===== src/design/rscc_pkg.sv =====
// Constants, field layouts and types of the reset strap configuration capture
package rscc_pkg;

  // ----------------------------------------------------------------
  // Storage geometry
  // ----------------------------------------------------------------
  localparam int ADDR_W = 10;                    // Pointer address width
  localparam int CNT_W = 11;                     // Fill count width
  localparam logic [10:0] DEPTH = 11'h400;       // Locations in memory
  localparam int OFS_W = 10;                     // Flag offset width

  // ----------------------------------------------------------------
  // Preset default offsets chosen by the offset select straps
  // ----------------------------------------------------------------
  localparam logic [9:0] OFFSET_PRESET0 = 10'h007;
  localparam logic [9:0] OFFSET_PRESET1 = 10'h01F;
  localparam logic [9:0] OFFSET_PRESET2 = 10'h03F;
  localparam logic [9:0] OFFSET_PRESET3 = 10'h07F;
  localparam logic [9:0] OFFSET_RESET = 10'h000;

  // ----------------------------------------------------------------
  // Synchroniser lane layout for the pin inputs
  // ----------------------------------------------------------------
  localparam int SYNC_W = 9;
  localparam int SY_MRS = 0;                     // Master reset, low active
  localparam int SY_OFS_LO = 1;                  // Offset select, 2 bits
  localparam int SY_FALL_THROUGH_MODE_SELECT = 3;                    // Fall-through select
  localparam int SY_CASC = 4;                    // Cascade polarity select
  localparam int SY_PW_LO = 5;                   // Port width select, 4 bits

  // ----------------------------------------------------------------
  // Port width encoding
  // ----------------------------------------------------------------
  typedef enum logic [1:0] {
    RSCC_W36 = 2'h0,
    RSCC_W18 = 2'h1,
    RSCC_W9 = 2'h2
  } rscc_width_t;
  localparam logic [1:0] PW_CODE_36 = 2'h0;
  localparam logic [1:0] PW_CODE_18 = 2'h1;
  localparam logic [1:0] PW_CODE_9 = 2'h2;

  // ----------------------------------------------------------------
  // Capture state machine, Gray along idle, capture, run
  // ----------------------------------------------------------------
  typedef enum logic [1:0] {
    RSCC_IDLE = 2'h0,
    RSCC_CAPT = 2'h1,
    RSCC_RUN = 2'h3
  } rscc_state_t;

  // ----------------------------------------------------------------
  // APB register map (byte addresses) and fields
  // ----------------------------------------------------------------
  localparam int APB_AW = 12;
  localparam logic [11:0] REG_CTRL = 12'h000;    // W: bit0 soft reset
  localparam logic [11:0] REG_CFG = 12'h004;     // R: latched settings
  localparam logic [11:0] REG_AE_OFS = 12'h008;  // RW: almost-empty offset
  localparam logic [11:0] REG_AF_OFS = 12'h00C;  // RW: almost-full offset
  localparam logic [11:0] REG_LEVEL = 12'h010;   // R: fill and flags
  localparam int CTRL_SOFT_MRS = 0;
  localparam int CFG_OFS_LO = 0;
  localparam int CFG_FALL_THROUGH_MODE_SELECT = 2;
  localparam int CFG_CASC = 3;
  localparam int CFG_PW_LO = 4;
  localparam int CFG_WRW_LO = 8;
  localparam int CFG_RDW_LO = 10;
  localparam int CFG_VALID = 12;
  localparam int LVL_FULL = 16;
  localparam int LVL_EMPTY = 17;
  localparam int LVL_AF = 18;
  localparam int LVL_AE = 19;

endpackage // rscc_pkg


===== src/design/rscc_top.sv =====
// Strap capture at master reset, pointers, flags and APB register access
//
// The APB register port and the placing of the registers are this design's own decisions.
`timescale 1ns/100ps

// Function
// - Sample offset select straps during master reset
// - Load chosen preset into both flag offsets
// - Sample fall-through select; high means fall-through
// - Cascade select high inverts full/input-ready output in standard mode only
// - Port widths come from port width straps
// - Master reset clears pointers, output register, applies settings
// - Standard mode shows full; fall-through shows space
// - Almost-full high while free exceeds full offset
module rscc_top (
  input wire logic clk,
  input wire logic nrst,
  // Board straps and reset pin, asynchronous to clk
  input wire logic master_reset_in_n,
  input wire logic [1:0] default_offset_select,
  input wire logic fall_through_mode_select,
  input wire logic depth_cascade_polarity_select,
  input wire logic [3:0] port_width_select,
  // Data path strobes on clk
  input wire logic write_req,
  input wire logic read_req,
  // Settings and flags toward the data path and pins
  output logic [rscc_pkg::ADDR_W-1:0] wr_addr,
  output logic [rscc_pkg::ADDR_W-1:0] rd_addr,
  output logic write_accept,
  output logic read_accept,
  output logic out_reg_clear,
  output logic fall_through_mode,
  output logic [1:0] write_width,
  output logic [1:0] read_width,
  output logic full_or_input_ready,
  output logic almost_full_flag,
  output logic almost_empty_flag,
  // APB slave
  input wire logic psel,
  input wire logic penable,
  input wire logic pwrite,
  input wire logic [rscc_pkg::APB_AW-1:0] paddr,
  input wire logic [31:0] pwdata,
  output logic [31:0] prdata,
  output logic pready,
  output logic pslverr
);

  // ----------------------------------------------------------------
  // Pin synchronisers
  // ----------------------------------------------------------------
  localparam logic [rscc_pkg::SYNC_W-1:0] SYNC_INIT = 9'h001;

  logic [rscc_pkg::SYNC_W-1:0] pins_raw;   // Packed strap lanes
  logic [rscc_pkg::SYNC_W-1:0] pins_s;     // Synchronised lanes

  assign pins_raw = {port_width_select, depth_cascade_polarity_select,
                     fall_through_mode_select, default_offset_select,
                     master_reset_in_n};

  // Master reset idles high so a quiet pin does not trigger capture
  rscc_sync #(
    .W(rscc_pkg::SYNC_W),
    .INIT(SYNC_INIT)
  ) u_sync (
    .clk(clk),
    .nrst(nrst),
    .async_in(pins_raw),
    .sync_out(pins_s)
  );

  // ----------------------------------------------------------------
  // Declarations
  // ----------------------------------------------------------------
  rscc_pkg::rscc_state_t state_q, state_d;  // Capture state
  logic soft_mrs_q, soft_mrs_d;             // Software master reset pulse
  logic mrs_active;                         // Pin or software reset
  logic [1:0] ofs_sel_q, ofs_sel_d;         // Latched offset select
  logic fall_through_mode_select_q, fall_through_mode_select_d;                     // Latched timing mode
  logic casc_q, casc_d;                     // Latched cascade polarity
  logic [3:0] pw_q, pw_d;                   // Latched port width code
  logic [1:0] wrw_q, wrw_d;                 // Decoded write width
  logic [1:0] rdw_q, rdw_d;                 // Decoded read width
  logic [rscc_pkg::OFS_W-1:0] ae_ofs_q, ae_ofs_d;
  logic [rscc_pkg::OFS_W-1:0] af_ofs_q, af_ofs_d;
  logic [rscc_pkg::OFS_W-1:0] preset;       // Preset picked by straps
  logic [rscc_pkg::CNT_W-1:0] wr_ptr_q, wr_ptr_d;
  logic [rscc_pkg::CNT_W-1:0] rd_ptr_q, rd_ptr_d;
  logic [rscc_pkg::CNT_W-1:0] count;        // Words held
  logic [rscc_pkg::CNT_W-1:0] free_cnt;     // Free locations
  logic is_full, is_empty;
  logic wr_ok, rd_ok;
  logic wacc_q, wacc_d, racc_q, racc_d;
  logic clr_q, clr_d;
  logic fir_q, fir_d, af_q, af_d, ae_q, ae_d;
  logic [31:0] prdata_q, prdata_d;
  logic pready_q, pready_d, pslverr_q, pslverr_d;
  logic [31:0] rd_word;                     // Read mux result
  logic rd_hit;                             // Address is mapped
  logic apb_wr;                             // Write takes effect now

  // Decode one two-bit width field; the unused code falls back to x36
  function automatic logic [1:0] width_of(input logic [1:0] code);
    logic [1:0] w;
    w = rscc_pkg::RSCC_W36;
    unique case (code)
      rscc_pkg::PW_CODE_18: w = rscc_pkg::RSCC_W18;
      rscc_pkg::PW_CODE_9: w = rscc_pkg::RSCC_W9;
      default: w = rscc_pkg::RSCC_W36;
    endcase
    return w;
  endfunction

  // ----------------------------------------------------------------
  // Capture state machine and latched settings
  // ----------------------------------------------------------------
  assign mrs_active = !pins_s[rscc_pkg::SY_MRS] || soft_mrs_q;
  assign apb_wr = psel && penable && pready_q && pwrite;

  // Preset lookup from the live straps
  always_comb begin
    preset = rscc_pkg::OFFSET_PRESET0;
    unique case (pins_s[rscc_pkg::SY_OFS_LO +: 2])
      2'h0: preset = rscc_pkg::OFFSET_PRESET0;
      2'h1: preset = rscc_pkg::OFFSET_PRESET1;
      2'h2: preset = rscc_pkg::OFFSET_PRESET2;
      2'h3: preset = rscc_pkg::OFFSET_PRESET3;
    endcase
  end

  // Next state and settings; straps are copied only while reset acts
  always_comb begin
    state_d = state_q;
    ofs_sel_d = ofs_sel_q;
    fall_through_mode_select_d = fall_through_mode_select_q;
    casc_d = casc_q;
    pw_d = pw_q;
    wrw_d = wrw_q;
    rdw_d = rdw_q;
    ae_ofs_d = ae_ofs_q;
    af_ofs_d = af_ofs_q;
    soft_mrs_d = 1'b0;
    // Software reset is a one-cycle request from the control register
    if (apb_wr && paddr == rscc_pkg::REG_CTRL) begin
      soft_mrs_d = pwdata[rscc_pkg::CTRL_SOFT_MRS];
    end
    // Offsets are writable in service; master reset overrides a write
    if (apb_wr && paddr == rscc_pkg::REG_AE_OFS) begin
      ae_ofs_d = pwdata[rscc_pkg::OFS_W-1:0];
    end
    if (apb_wr && paddr == rscc_pkg::REG_AF_OFS) begin
      af_ofs_d = pwdata[rscc_pkg::OFS_W-1:0];
    end
    if (mrs_active) begin
      state_d = rscc_pkg::RSCC_CAPT;
      ofs_sel_d = pins_s[rscc_pkg::SY_OFS_LO +: 2];
      ae_ofs_d = preset;
      af_ofs_d = preset;
      fall_through_mode_select_d = pins_s[rscc_pkg::SY_FALL_THROUGH_MODE_SELECT];
      casc_d = pins_s[rscc_pkg::SY_CASC];
      pw_d = pins_s[rscc_pkg::SY_PW_LO +: 4];
      wrw_d = width_of(pins_s[rscc_pkg::SY_PW_LO +: 2]);
      rdw_d = width_of(pins_s[rscc_pkg::SY_PW_LO + 2 +: 2]);
    end else begin
      unique case (state_q)
        rscc_pkg::RSCC_IDLE: state_d = rscc_pkg::RSCC_IDLE;
        rscc_pkg::RSCC_CAPT: state_d = rscc_pkg::RSCC_RUN;
        rscc_pkg::RSCC_RUN: state_d = rscc_pkg::RSCC_RUN;
        default: state_d = rscc_pkg::RSCC_IDLE;
      endcase
    end
  end

  // Register state and settings
  always_ff @(posedge clk) begin
    if (!nrst) begin
      state_q <= rscc_pkg::RSCC_IDLE;
      soft_mrs_q <= 1'b0;
      ofs_sel_q <= 2'h0;
      fall_through_mode_select_q <= 1'b0;
      casc_q <= 1'b0;
      pw_q <= 4'h0;
      wrw_q <= rscc_pkg::RSCC_W36;
      rdw_q <= rscc_pkg::RSCC_W36;
      ae_ofs_q <= rscc_pkg::OFFSET_RESET;
      af_ofs_q <= rscc_pkg::OFFSET_RESET;
    end else begin
      state_q <= state_d;
      soft_mrs_q <= soft_mrs_d;
      ofs_sel_q <= ofs_sel_d;
      fall_through_mode_select_q <= fall_through_mode_select_d;
      casc_q <= casc_d;
      pw_q <= pw_d;
      wrw_q <= wrw_d;
      rdw_q <= rdw_d;
      ae_ofs_q <= ae_ofs_d;
      af_ofs_q <= af_ofs_d;
    end
  end

  // ----------------------------------------------------------------
  // Pointers, count and flags
  // ----------------------------------------------------------------
  assign count = wr_ptr_q - rd_ptr_q;
  assign free_cnt = rscc_pkg::DEPTH - count;
  assign is_full = (count == rscc_pkg::DEPTH);
  assign is_empty = (count == '0);
  // Nothing moves before the first master reset has set the mode
  assign wr_ok = write_req && !is_full && state_q == rscc_pkg::RSCC_RUN;
  assign rd_ok = read_req && !is_empty && state_q == rscc_pkg::RSCC_RUN;

  // Next pointers and flag levels; flags follow the count one cycle late
  always_comb begin
    wr_ptr_d = wr_ptr_q + (wr_ok ? 11'h001 : 11'h000);
    rd_ptr_d = rd_ptr_q + (rd_ok ? 11'h001 : 11'h000);
    wacc_d = wr_ok;
    racc_d = rd_ok;
    clr_d = 1'b0;
    af_d = (free_cnt > {1'b0, af_ofs_q});
    ae_d = (count > {1'b0, ae_ofs_q});
    if (fall_through_mode_select_q) begin
      fir_d = is_full;    // Input-ready low while space remains
    end else begin
      fir_d = !is_full;   // Full flag low when memory is full
    end
    if (casc_q && !fall_through_mode_select_q) begin
      fir_d = !fir_d;
    end
    if (mrs_active) begin
      wr_ptr_d = '0;
      rd_ptr_d = '0;
      wacc_d = 1'b0;
      racc_d = 1'b0;
      clr_d = 1'b1;
    end
  end

  // Register pointers and flag outputs
  always_ff @(posedge clk) begin
    if (!nrst) begin
      wr_ptr_q <= '0;
      rd_ptr_q <= '0;
      wacc_q <= 1'b0;
      racc_q <= 1'b0;
      clr_q <= 1'b1;
      fir_q <= 1'b1;
      af_q <= 1'b1;
      ae_q <= 1'b0;
    end else begin
      wr_ptr_q <= wr_ptr_d;
      rd_ptr_q <= rd_ptr_d;
      wacc_q <= wacc_d;
      racc_q <= racc_d;
      clr_q <= clr_d;
      fir_q <= fir_d;
      af_q <= af_d;
      ae_q <= ae_d;
    end
  end

  // ----------------------------------------------------------------
  // APB slave: read data latched in setup, one access cycle always
  // ----------------------------------------------------------------
  // Read mux; the register file is small enough to decode flat
  always_comb begin
    rd_word = 32'h0000_0000;
    rd_hit = 1'b1;
    unique case (paddr)
      rscc_pkg::REG_CTRL: rd_word = 32'h0000_0000;
      rscc_pkg::REG_CFG: begin
        rd_word[rscc_pkg::CFG_OFS_LO +: 2] = ofs_sel_q;
        rd_word[rscc_pkg::CFG_FALL_THROUGH_MODE_SELECT] = fall_through_mode_select_q;
        rd_word[rscc_pkg::CFG_CASC] = casc_q;
        rd_word[rscc_pkg::CFG_PW_LO +: 4] = pw_q;
        rd_word[rscc_pkg::CFG_WRW_LO +: 2] = wrw_q;
        rd_word[rscc_pkg::CFG_RDW_LO +: 2] = rdw_q;
        rd_word[rscc_pkg::CFG_VALID] = (state_q == rscc_pkg::RSCC_RUN);
      end
      rscc_pkg::REG_AE_OFS: rd_word[rscc_pkg::OFS_W-1:0] = ae_ofs_q;
      rscc_pkg::REG_AF_OFS: rd_word[rscc_pkg::OFS_W-1:0] = af_ofs_q;
      rscc_pkg::REG_LEVEL: begin
        rd_word[rscc_pkg::CNT_W-1:0] = count;
        rd_word[rscc_pkg::LVL_FULL] = is_full;
        rd_word[rscc_pkg::LVL_EMPTY] = is_empty;
        rd_word[rscc_pkg::LVL_AF] = af_q;
        rd_word[rscc_pkg::LVL_AE] = ae_q;
      end
      default: rd_hit = 1'b0;
    endcase
  end

  // Answer is prepared at the setup edge so outputs stay flop-driven
  always_comb begin
    pready_d = psel && !penable;
    prdata_d = prdata_q;
    pslverr_d = 1'b0;
    if (psel && !penable) begin
      prdata_d = pwrite ? 32'h0000_0000 : rd_word;
      pslverr_d = !rd_hit;
    end
  end

  // Register bus answer
  always_ff @(posedge clk) begin
    if (!nrst) begin
      prdata_q <= 32'h0000_0000;
      pready_q <= 1'b0;
      pslverr_q <= 1'b0;
    end else begin
      prdata_q <= prdata_d;
      pready_q <= pready_d;
      pslverr_q <= pslverr_d;
    end
  end

  // ----------------------------------------------------------------
  // Outputs, all from flops
  // ----------------------------------------------------------------
  assign wr_addr = wr_ptr_q[rscc_pkg::ADDR_W-1:0];
  assign rd_addr = rd_ptr_q[rscc_pkg::ADDR_W-1:0];
  assign write_accept = wacc_q;
  assign read_accept = racc_q;
  assign out_reg_clear = clr_q;
  assign fall_through_mode = fall_through_mode_select_q;
  assign write_width = wrw_q;
  assign read_width = rdw_q;
  assign full_or_input_ready = fir_q;
  assign almost_full_flag = af_q;
  assign almost_empty_flag = ae_q;
  assign prdata = prdata_q;
  assign pready = pready_q;
  assign pslverr = pslverr_q;

endmodule // rscc_top


===== src/design/rscc_sync.sv =====
// Two flip-flop synchroniser for a group of pin inputs
`timescale 1ns/100ps

// ----------------------------------------------------------------
// Each lane passes two flops; only the second flop is read outside
// ----------------------------------------------------------------
module rscc_sync #(
  parameter int W = 1,
  parameter logic [W-1:0] INIT = '0
) (
  input wire logic clk,
  input wire logic nrst,
  input wire logic [W-1:0] async_in,
  output logic [W-1:0] sync_out
);

  logic [W-1:0] meta_q;   // First stage, may go metastable
  logic [W-1:0] meta_d;
  logic [W-1:0] sync_q;   // Second stage, safe to use
  logic [W-1:0] sync_d;

  // Next values of both stages
  always_comb begin
    meta_d = async_in;
    sync_d = meta_q;
  end

  // Register both stages; reset to the idle level of the pins
  always_ff @(posedge clk) begin
    if (!nrst) begin
      meta_q <= INIT;
      sync_q <= INIT;
    end else begin
      meta_q <= meta_d;
      sync_q <= sync_d;
    end
  end

  assign sync_out = sync_q;

endmodule // rscc_sync


===== config.mk =====
export PLATFORM = sky130hd
export DESIGN_NAME = rscc_top
export DESIGN_NICKNAME = d
export VERILOG_FILES = /design/src/design/rscc_pkg.sv /design/src/design/rscc_top.sv /design/src/design/rscc_sync.sv
export SDC_FILE = /design/constraint.sdc
export NUM_CORES = 1
export LEC_CHECK = 0
export BUFFER_PORTS_ARGS = -buffer_cell sky130_fd_sc_hd__buf_2
export CORE_ASPECT_RATIO = 1.1
export CORE_MARGIN = 5
export CORE_UTILIZATION = 58
export CTS_CLUSTER_DIAMETER = 30
export DETAILED_ROUTE_END_ITERATION = 6
export GPL_TIMING_DRIVEN = 0
export HOLD_SLACK_MARGIN = 0.15
export PLACE_DENSITY = 0.94
export SETUP_SLACK_MARGIN = 0.4
export SYNTH_ARGS = -nofsm -noshare
export SYNTH_HDL_FRONTEND = slang
export SYNTH_SLANG_ARGS = --single-unit

===== constraint.sdc =====
create_clock -name clk -period 8.1 [get_ports clk]
set_input_delay 0.405 -clock clk [delete_from_list [all_inputs] [get_ports clk]]
set_output_delay 0.405 -clock clk [all_outputs]
set_load 0.01 [all_outputs]

# Word level (Yosys, flattened, before mapping)
# Cells that the tools add are included.
# word_totals
ff_bits,115
in_bits,60
out_inout_bits,65
wordCells,95
# op_classes
addsub,4
n_lt_le_gt_ge,2
eq_ne,14
muxes,20
bitwise_logic,1
reduce_logical,30
# op_table
cell,count
10-bit one-hot mux with 4 select lines,2
10-bit 2-to-1 mux,4
"12-bit by 4-bit equality test with 1-bit output, second input constant",2
11-bit by 1-bit adder with 11-bit output,2
11-bit by 10-bit > comparator with 1-bit output,2
20-bit 2-to-1 mux,1
"12-bit by 3-bit equality test with 1-bit output, second input constant",1
"12-bit by 5-bit equality test with 1-bit output, second input constant",1
1-bit logical AND,12
12-bit logical NOT,1
"11-bit equality test, second input constant",1
11-bit logical NOT,1
11-bit subtractor,1
"11-bit subtractor, first input constant",1
"2-bit equality test, second input constant",5
"2-bit by 1-bit equality test with 1-bit output, second input constant",4
2-bit one-hot mux with 2 select lines,2
1-bit logical NOT,7
1-bit 2-to-1 mux,7
5-bit OR reduction,1
2-bit 2-to-1 mux,2
4-bit 2-to-1 mux,1
2-bit AND reduction,2
2-bit nonzero test,2
other kinds (5),6

# Logic depth before layout (Yosys ltp)
# logic_depth
depth_word,7
ltp_mapped,17
ltp_nobuf,17

# Cells and area by module
# Synthesis repeated with hierarchy kept, for this count alone.
# unflattened
cells_unflattened,629
hier_area_um2,5467.7
# modules_own_cells
mod,instances,cells_each,area_per_inst_um2,seq_area_each_um2
rscc_top,1,592,4968.5,1641.6
rscc_sync,1,37,499.2,360.3

# Worst setup path after synthesis
# OpenSTA, ideal clock, no wires.
# synth_timing
path_kind,flip-flop to flip-flop
from,register wr_ptr_q[0] in the netlist's numbering
to,register rd_ptr_q[10] in the netlist's numbering
setup_time_ns,0.128
arrival_time_ns,3.384
required_time_ns,7.972
slack_ns,4.589
stages_incl_launch_ff,18
path_buffers,0
period_less_slack_ns,3.511
cell_sequence,dfxtp_1 > inv_1 > ha_1 > inv_1 > fa_1 > a211oi_2 > o21ai_0 > xnor2_1 > nand2b_1 > nor4b_4 > and2_1 > a21oi_1 > ha_1 > ha_1 > and3_1 > nand3_1 > xor2_1 > nor2_1
# synth_via
elab_chain_cells,7
# synth_rtl
item,line_no,source
"start, declared",rscc_top.sv:88,"logic [rscc_pkg::CNT_W-1:0] wr_ptr_q, wr_ptr_d;"
"start signal, assigned",rscc_top.sv:251,wr_ptr_q <= wr_ptr_d;
11-bit subtractor,rscc_top.sv:205,assign count = wr_ptr_q - rd_ptr_q;
11-bit logical NOT,rscc_top.sv:208,assign is_empty = (count == '0);
1-bit logical NOT,rscc_top.sv:211,assign rd_ok = read_req && !is_empty && state_q == rscc_pkg::RSCC_RUN;
1-bit logical AND (2 in a row),rscc_top.sv:211,
via rd_ok,rscc_top.sv:93,"logic wr_ok, rd_ok;"
1-bit 2-to-1 mux,rscc_top.sv:216,rd_ptr_d = rd_ptr_q + (rd_ok ? 11'h001 : 11'h000);
11-bit by 1-bit adder with 11-bit output,rscc_top.sv:216,
"end signal, assigned",rscc_top.sv:252,rd_ptr_q <= rd_ptr_d;
"end, declared",rscc_top.sv:89,"logic [rscc_pkg::CNT_W-1:0] rd_ptr_q, rd_ptr_d;"
# The timed path passes the listed nets, and every way through them passes these cells.
# A chain may end at the register's enable or synchronous reset.

# Final worst setup path
# layout_timing
from,register rd_ptr_q[0] in the netlist's numbering
to,register af_q (netlist: almost_full_flag)
# layout_via
elab_chain_cells,3
# layout_rtl
item,line_no,source
11-bit subtractor,rscc_top.sv:205,
11-bit subtractor,rscc_top.sv:206,assign free_cnt = rscc_pkg::DEPTH - count;
11-bit by 10-bit > comparator with 1-bit output,rscc_top.sv:220,"af_d = (free_cnt > {1'b0, af_ofs_q});"
"end signal, assigned",rscc_top.sv:248,af_q <= 1'b1;
"end signal, assigned",rscc_top.sv:257,af_q <= af_d;
"end, declared",rscc_top.sv:96,"logic fir_q, fir_d, af_q, af_d, ae_q, ae_d;"
# No other way between the ends.

==> impl_metrics.env <==
export IMPL_status="complete, no violations"
export IMPL_hold_class="primary input to flip-flop"
export IMPL_tns_ns=0
export IMPL_placed_area_mm2=0.00596
export IMPL_drc=0
export IMPL_clk_latency_ns=0.39
export IMPL_slew_limit_headroom_pct=52.5
export IMPL_path_class="flip-flop to flip-flop"
export IMPL_antenna_found_initial=0
export IMPL_worst_pin_slew_ns=0.710
export IMPL_layout_common_cells="dfxtp_1 (100), buf_2 (88), nand2_1 (53)"
export IMPL_gp_congestion=0.932
export IMPL_async_flop_share_pct=0
export IMPL_rows=36
export IMPL_layout_commonest_cell="dfxtp_1"
export IMPL_io_pins=125
export IMPL_clkPwrFrac_pct=38.0
export IMPL_initial_utilization_pct=59.8
export IMPL_cts_sinks=100
export IMPL_ys_warn_count=0
export IMPL_vias=4854
export IMPL_port_buffers=86
export IMPL_tritoncts="done"
export IMPL_core_area_mm2=0.00892
export IMPL_synthCells=621
export IMPL_max_clock_path_buffers=2
export IMPL_path_clk_slew_ns=0.10
export IMPL_finalHoldViolCount=0
export IMPL_htree_levels=3
export IMPL_grt_pass1_wl_um=22600
export IMPL_use_met3_pct=4.98
export IMPL_nets=828
export IMPL_top_usage_layer="met2"
export IMPL_cp_data_required_time_ns=8.37
export IMPL_cts_resized=0
export IMPL_crit_arrival_ns=4.41
export IMPL_globalRouteMet2Util_pct=44.4
export IMPL_power_switching_uw=253
export IMPL_wl_per_cell_um=16.7
export IMPL_ant_nets=0
export IMPL_cp_max_fo=7
export IMPL_drv_cap=0
export IMPL_cts_hold_buf=0
export IMPL_ys_types=56
export IMPL_startpoint_type="flip-flop"
export IMPL_gr_usage_met1_pct=29.3
export IMPL_grt_max_degree=21
export IMPL_ir_drop_mv=0.119
export IMPL_p_per_area_mw_per_mm2=152
export IMPL_avgSynthCellArea_um2=8.59
export IMPL_viasPerCell=5.70
export IMPL_die_area_mm2=0.0112
export IMPL_seq_area_frac_synth_pct=37.5
export IMPL_cts_made_buffers=9
export IMPL_drv_slew=0
export IMPL_min_period_ns=4.14
export IMPL_p_sw_share_pct=27.0
export IMPL_cts_root_buf="clkbuf_8"
export IMPL_utilization_pct=69.4
export IMPL_synth_edff_count=0
export IMPL_chipHeight_um=111
export IMPL_gr_usage_all_layers_pct=25.3
export IMPL_pwr_share_comb_pct=7.9
export IMPL_dp_hpwl_um=11100
export IMPL_drive_above_1_share_pct=20.5
export IMPL_leakage_uw=0.00283
export IMPL_antennaDiodeCount=0
export IMPL_fill_cells=712
export IMPL_syn_area_mm2=0.00534
export IMPL_rsz0062_at_grt="no"
export IMPL_fin_crit_sh_pct=51.1
export IMPL_synthToLayoutAreaGrowth_pct=16.0
export IMPL_finalSetupViolCount=0
export IMPL_die_w_um=101
export IMPL_firstDrtPassIters=7
export IMPL_synth_flop_cell="dfxtp_1"
export IMPL_drt_initial_drc_count=281
export IMPL_p_int_uw=686
export IMPL_fmax_ghz=0.242
export IMPL_grt_ovfl_total=0
export IMPL_p_seq_share_pct=54.1
export IMPL_fin_worst_skew_ns=0.00712
export IMPL_design_area_mm2=0.00619
export IMPL_ys_ff_latch=100
export IMPL_end_kind="flip-flop"
export IMPL_cts_setup_buffers=0
export IMPL_grt_pass1_vias=4715
export IMPL_drt_wl_total_um=14200
state kept, by name, indices dropped and copies added, names as in the netlist, 2 cells and up:
signal / count
rd_ptr_q: 11
wr_ptr_q: 11
read_width: 2
state_q: 2
ofs_sel_q: 2
prdata: 17
u_sync.sync_out: 9
write_width: 2
af_ofs_q: 10
u_sync.meta_q: 9
pw_q: 4
ae_ofs_q: 10
synth_stat cells, drive strengths merged (17+ instances only):
cell      n  area [um2]
nor2     48         183
nand2    53         199
ha       35         438
xnor2    17         149
dfxtp   100        2000
and2     19         119
clkbuf   21        78.8
inv      37         139
a21oi    51         255
nand3    23         115
o21ai    27         135
buf      40         288
worst max-delay path, stage by stage, from the launching register on:
cell	delay (ns)
dfxtp_1	0.43
ha_1	0.17
inv_1	0.06
fa_1	0.43
a211oi_2	0.33
o21ai_0	0.21
xnor2_1	0.45
nand2b_1	0.19
nor4b_4	0.43
nor2_1	0.13
ha_1	0.30
nand2_1	0.09
a211oi_1	0.05
a2111oi_0	0.39
o21a_1	0.24
o21ai_0	0.12
path summary, 6_finish.rpt:
check	startpoint	endpoint	slack [ns]	depth (start not counted)
worst max-delay path	rd_ptr_q[0]$_SDFF_PP0_	almost_full_flag$_SDFF_PN1_	3.96	15
worst min-delay path	master_reset_in_n	u_sync.meta_q[0]$_SDFF_PN1_	0.20	2
worst max register to register	rd_ptr_q[0]$_SDFF_PP0_	almost_full_flag$_SDFF_PN1_	3.96	15
worst min register to register	u_sync.meta_q[8]$_SDFF_PN0_	u_sync.sync_out[8]$_SDFF_PN0_	0.44	1
kinds of logic (layout without fill, tap and decap cells):
| family | count (synthesis) | in the layout | synth area share, % |
|---|---|---|---|
| other | 1 | 15 | 0.0703 |
| xor gates and xnor gates | 30 | 30 | 4.92 |
| muxes | 16 | 16 | 3.05 |
| buffers and inverters | 98 | 200 | 9.47 |
| DFF | 100 | 100 | 37.5 |
| and+or+nand+nor | 210 | 210 | 20.6 |
| adders and majority gates | 37 | 37 | 8.77 |
| AOI/OAI and AO/OA | 129 | 129 | 15.5 |
final cells by class:
cell class	instances	area, um2	share of cell area, %
plain buffers	61	367	5.93
clock buffers	9	124	2.00
flip-flops and latches	100	2000	32.4
inverters	37	139	2.24
well taps	114	143	2.31
clock inverters	7	103	1.66
multi-input cells	437	2880	46.6
repair buffers	86	430	6.96
power by group through the flow:
stage,logic [uW],clock network [uW],registers (uW)
final,73.8,357,508
after global routing,81.2,381,509
after CTS,73.0,360,508
after detailed placement,72.6,0,519
after global placement,70.3,0,518
after floorplan,45.7,0,518
metal layers:
metal	up-vias	wire length [um]
met2	193	7150
li1	2327	-
met1	2291	5520
met4	0	548
met5	-	0
met3	43	1000
through the flow:
step / setup slack, ns / instances / total power, uW / hold slack [ns]
6_report: 3.96 / 851 / 939 / 0.198
3_5_place_dp: 4.02 / 835 / 591 / 0.421
3_3_place_gp: 4.08 / 835 / 588 / 0.391
5_1_grt: 3.66 / 851 / 971 / 0.210
4_1_cts: 4.00 / 851 / 941 / 0.192
2_1_floorplan: 4.59 / 635 / 563 / 0.386
No activity file was read; power rests on OpenSTA's default activity.
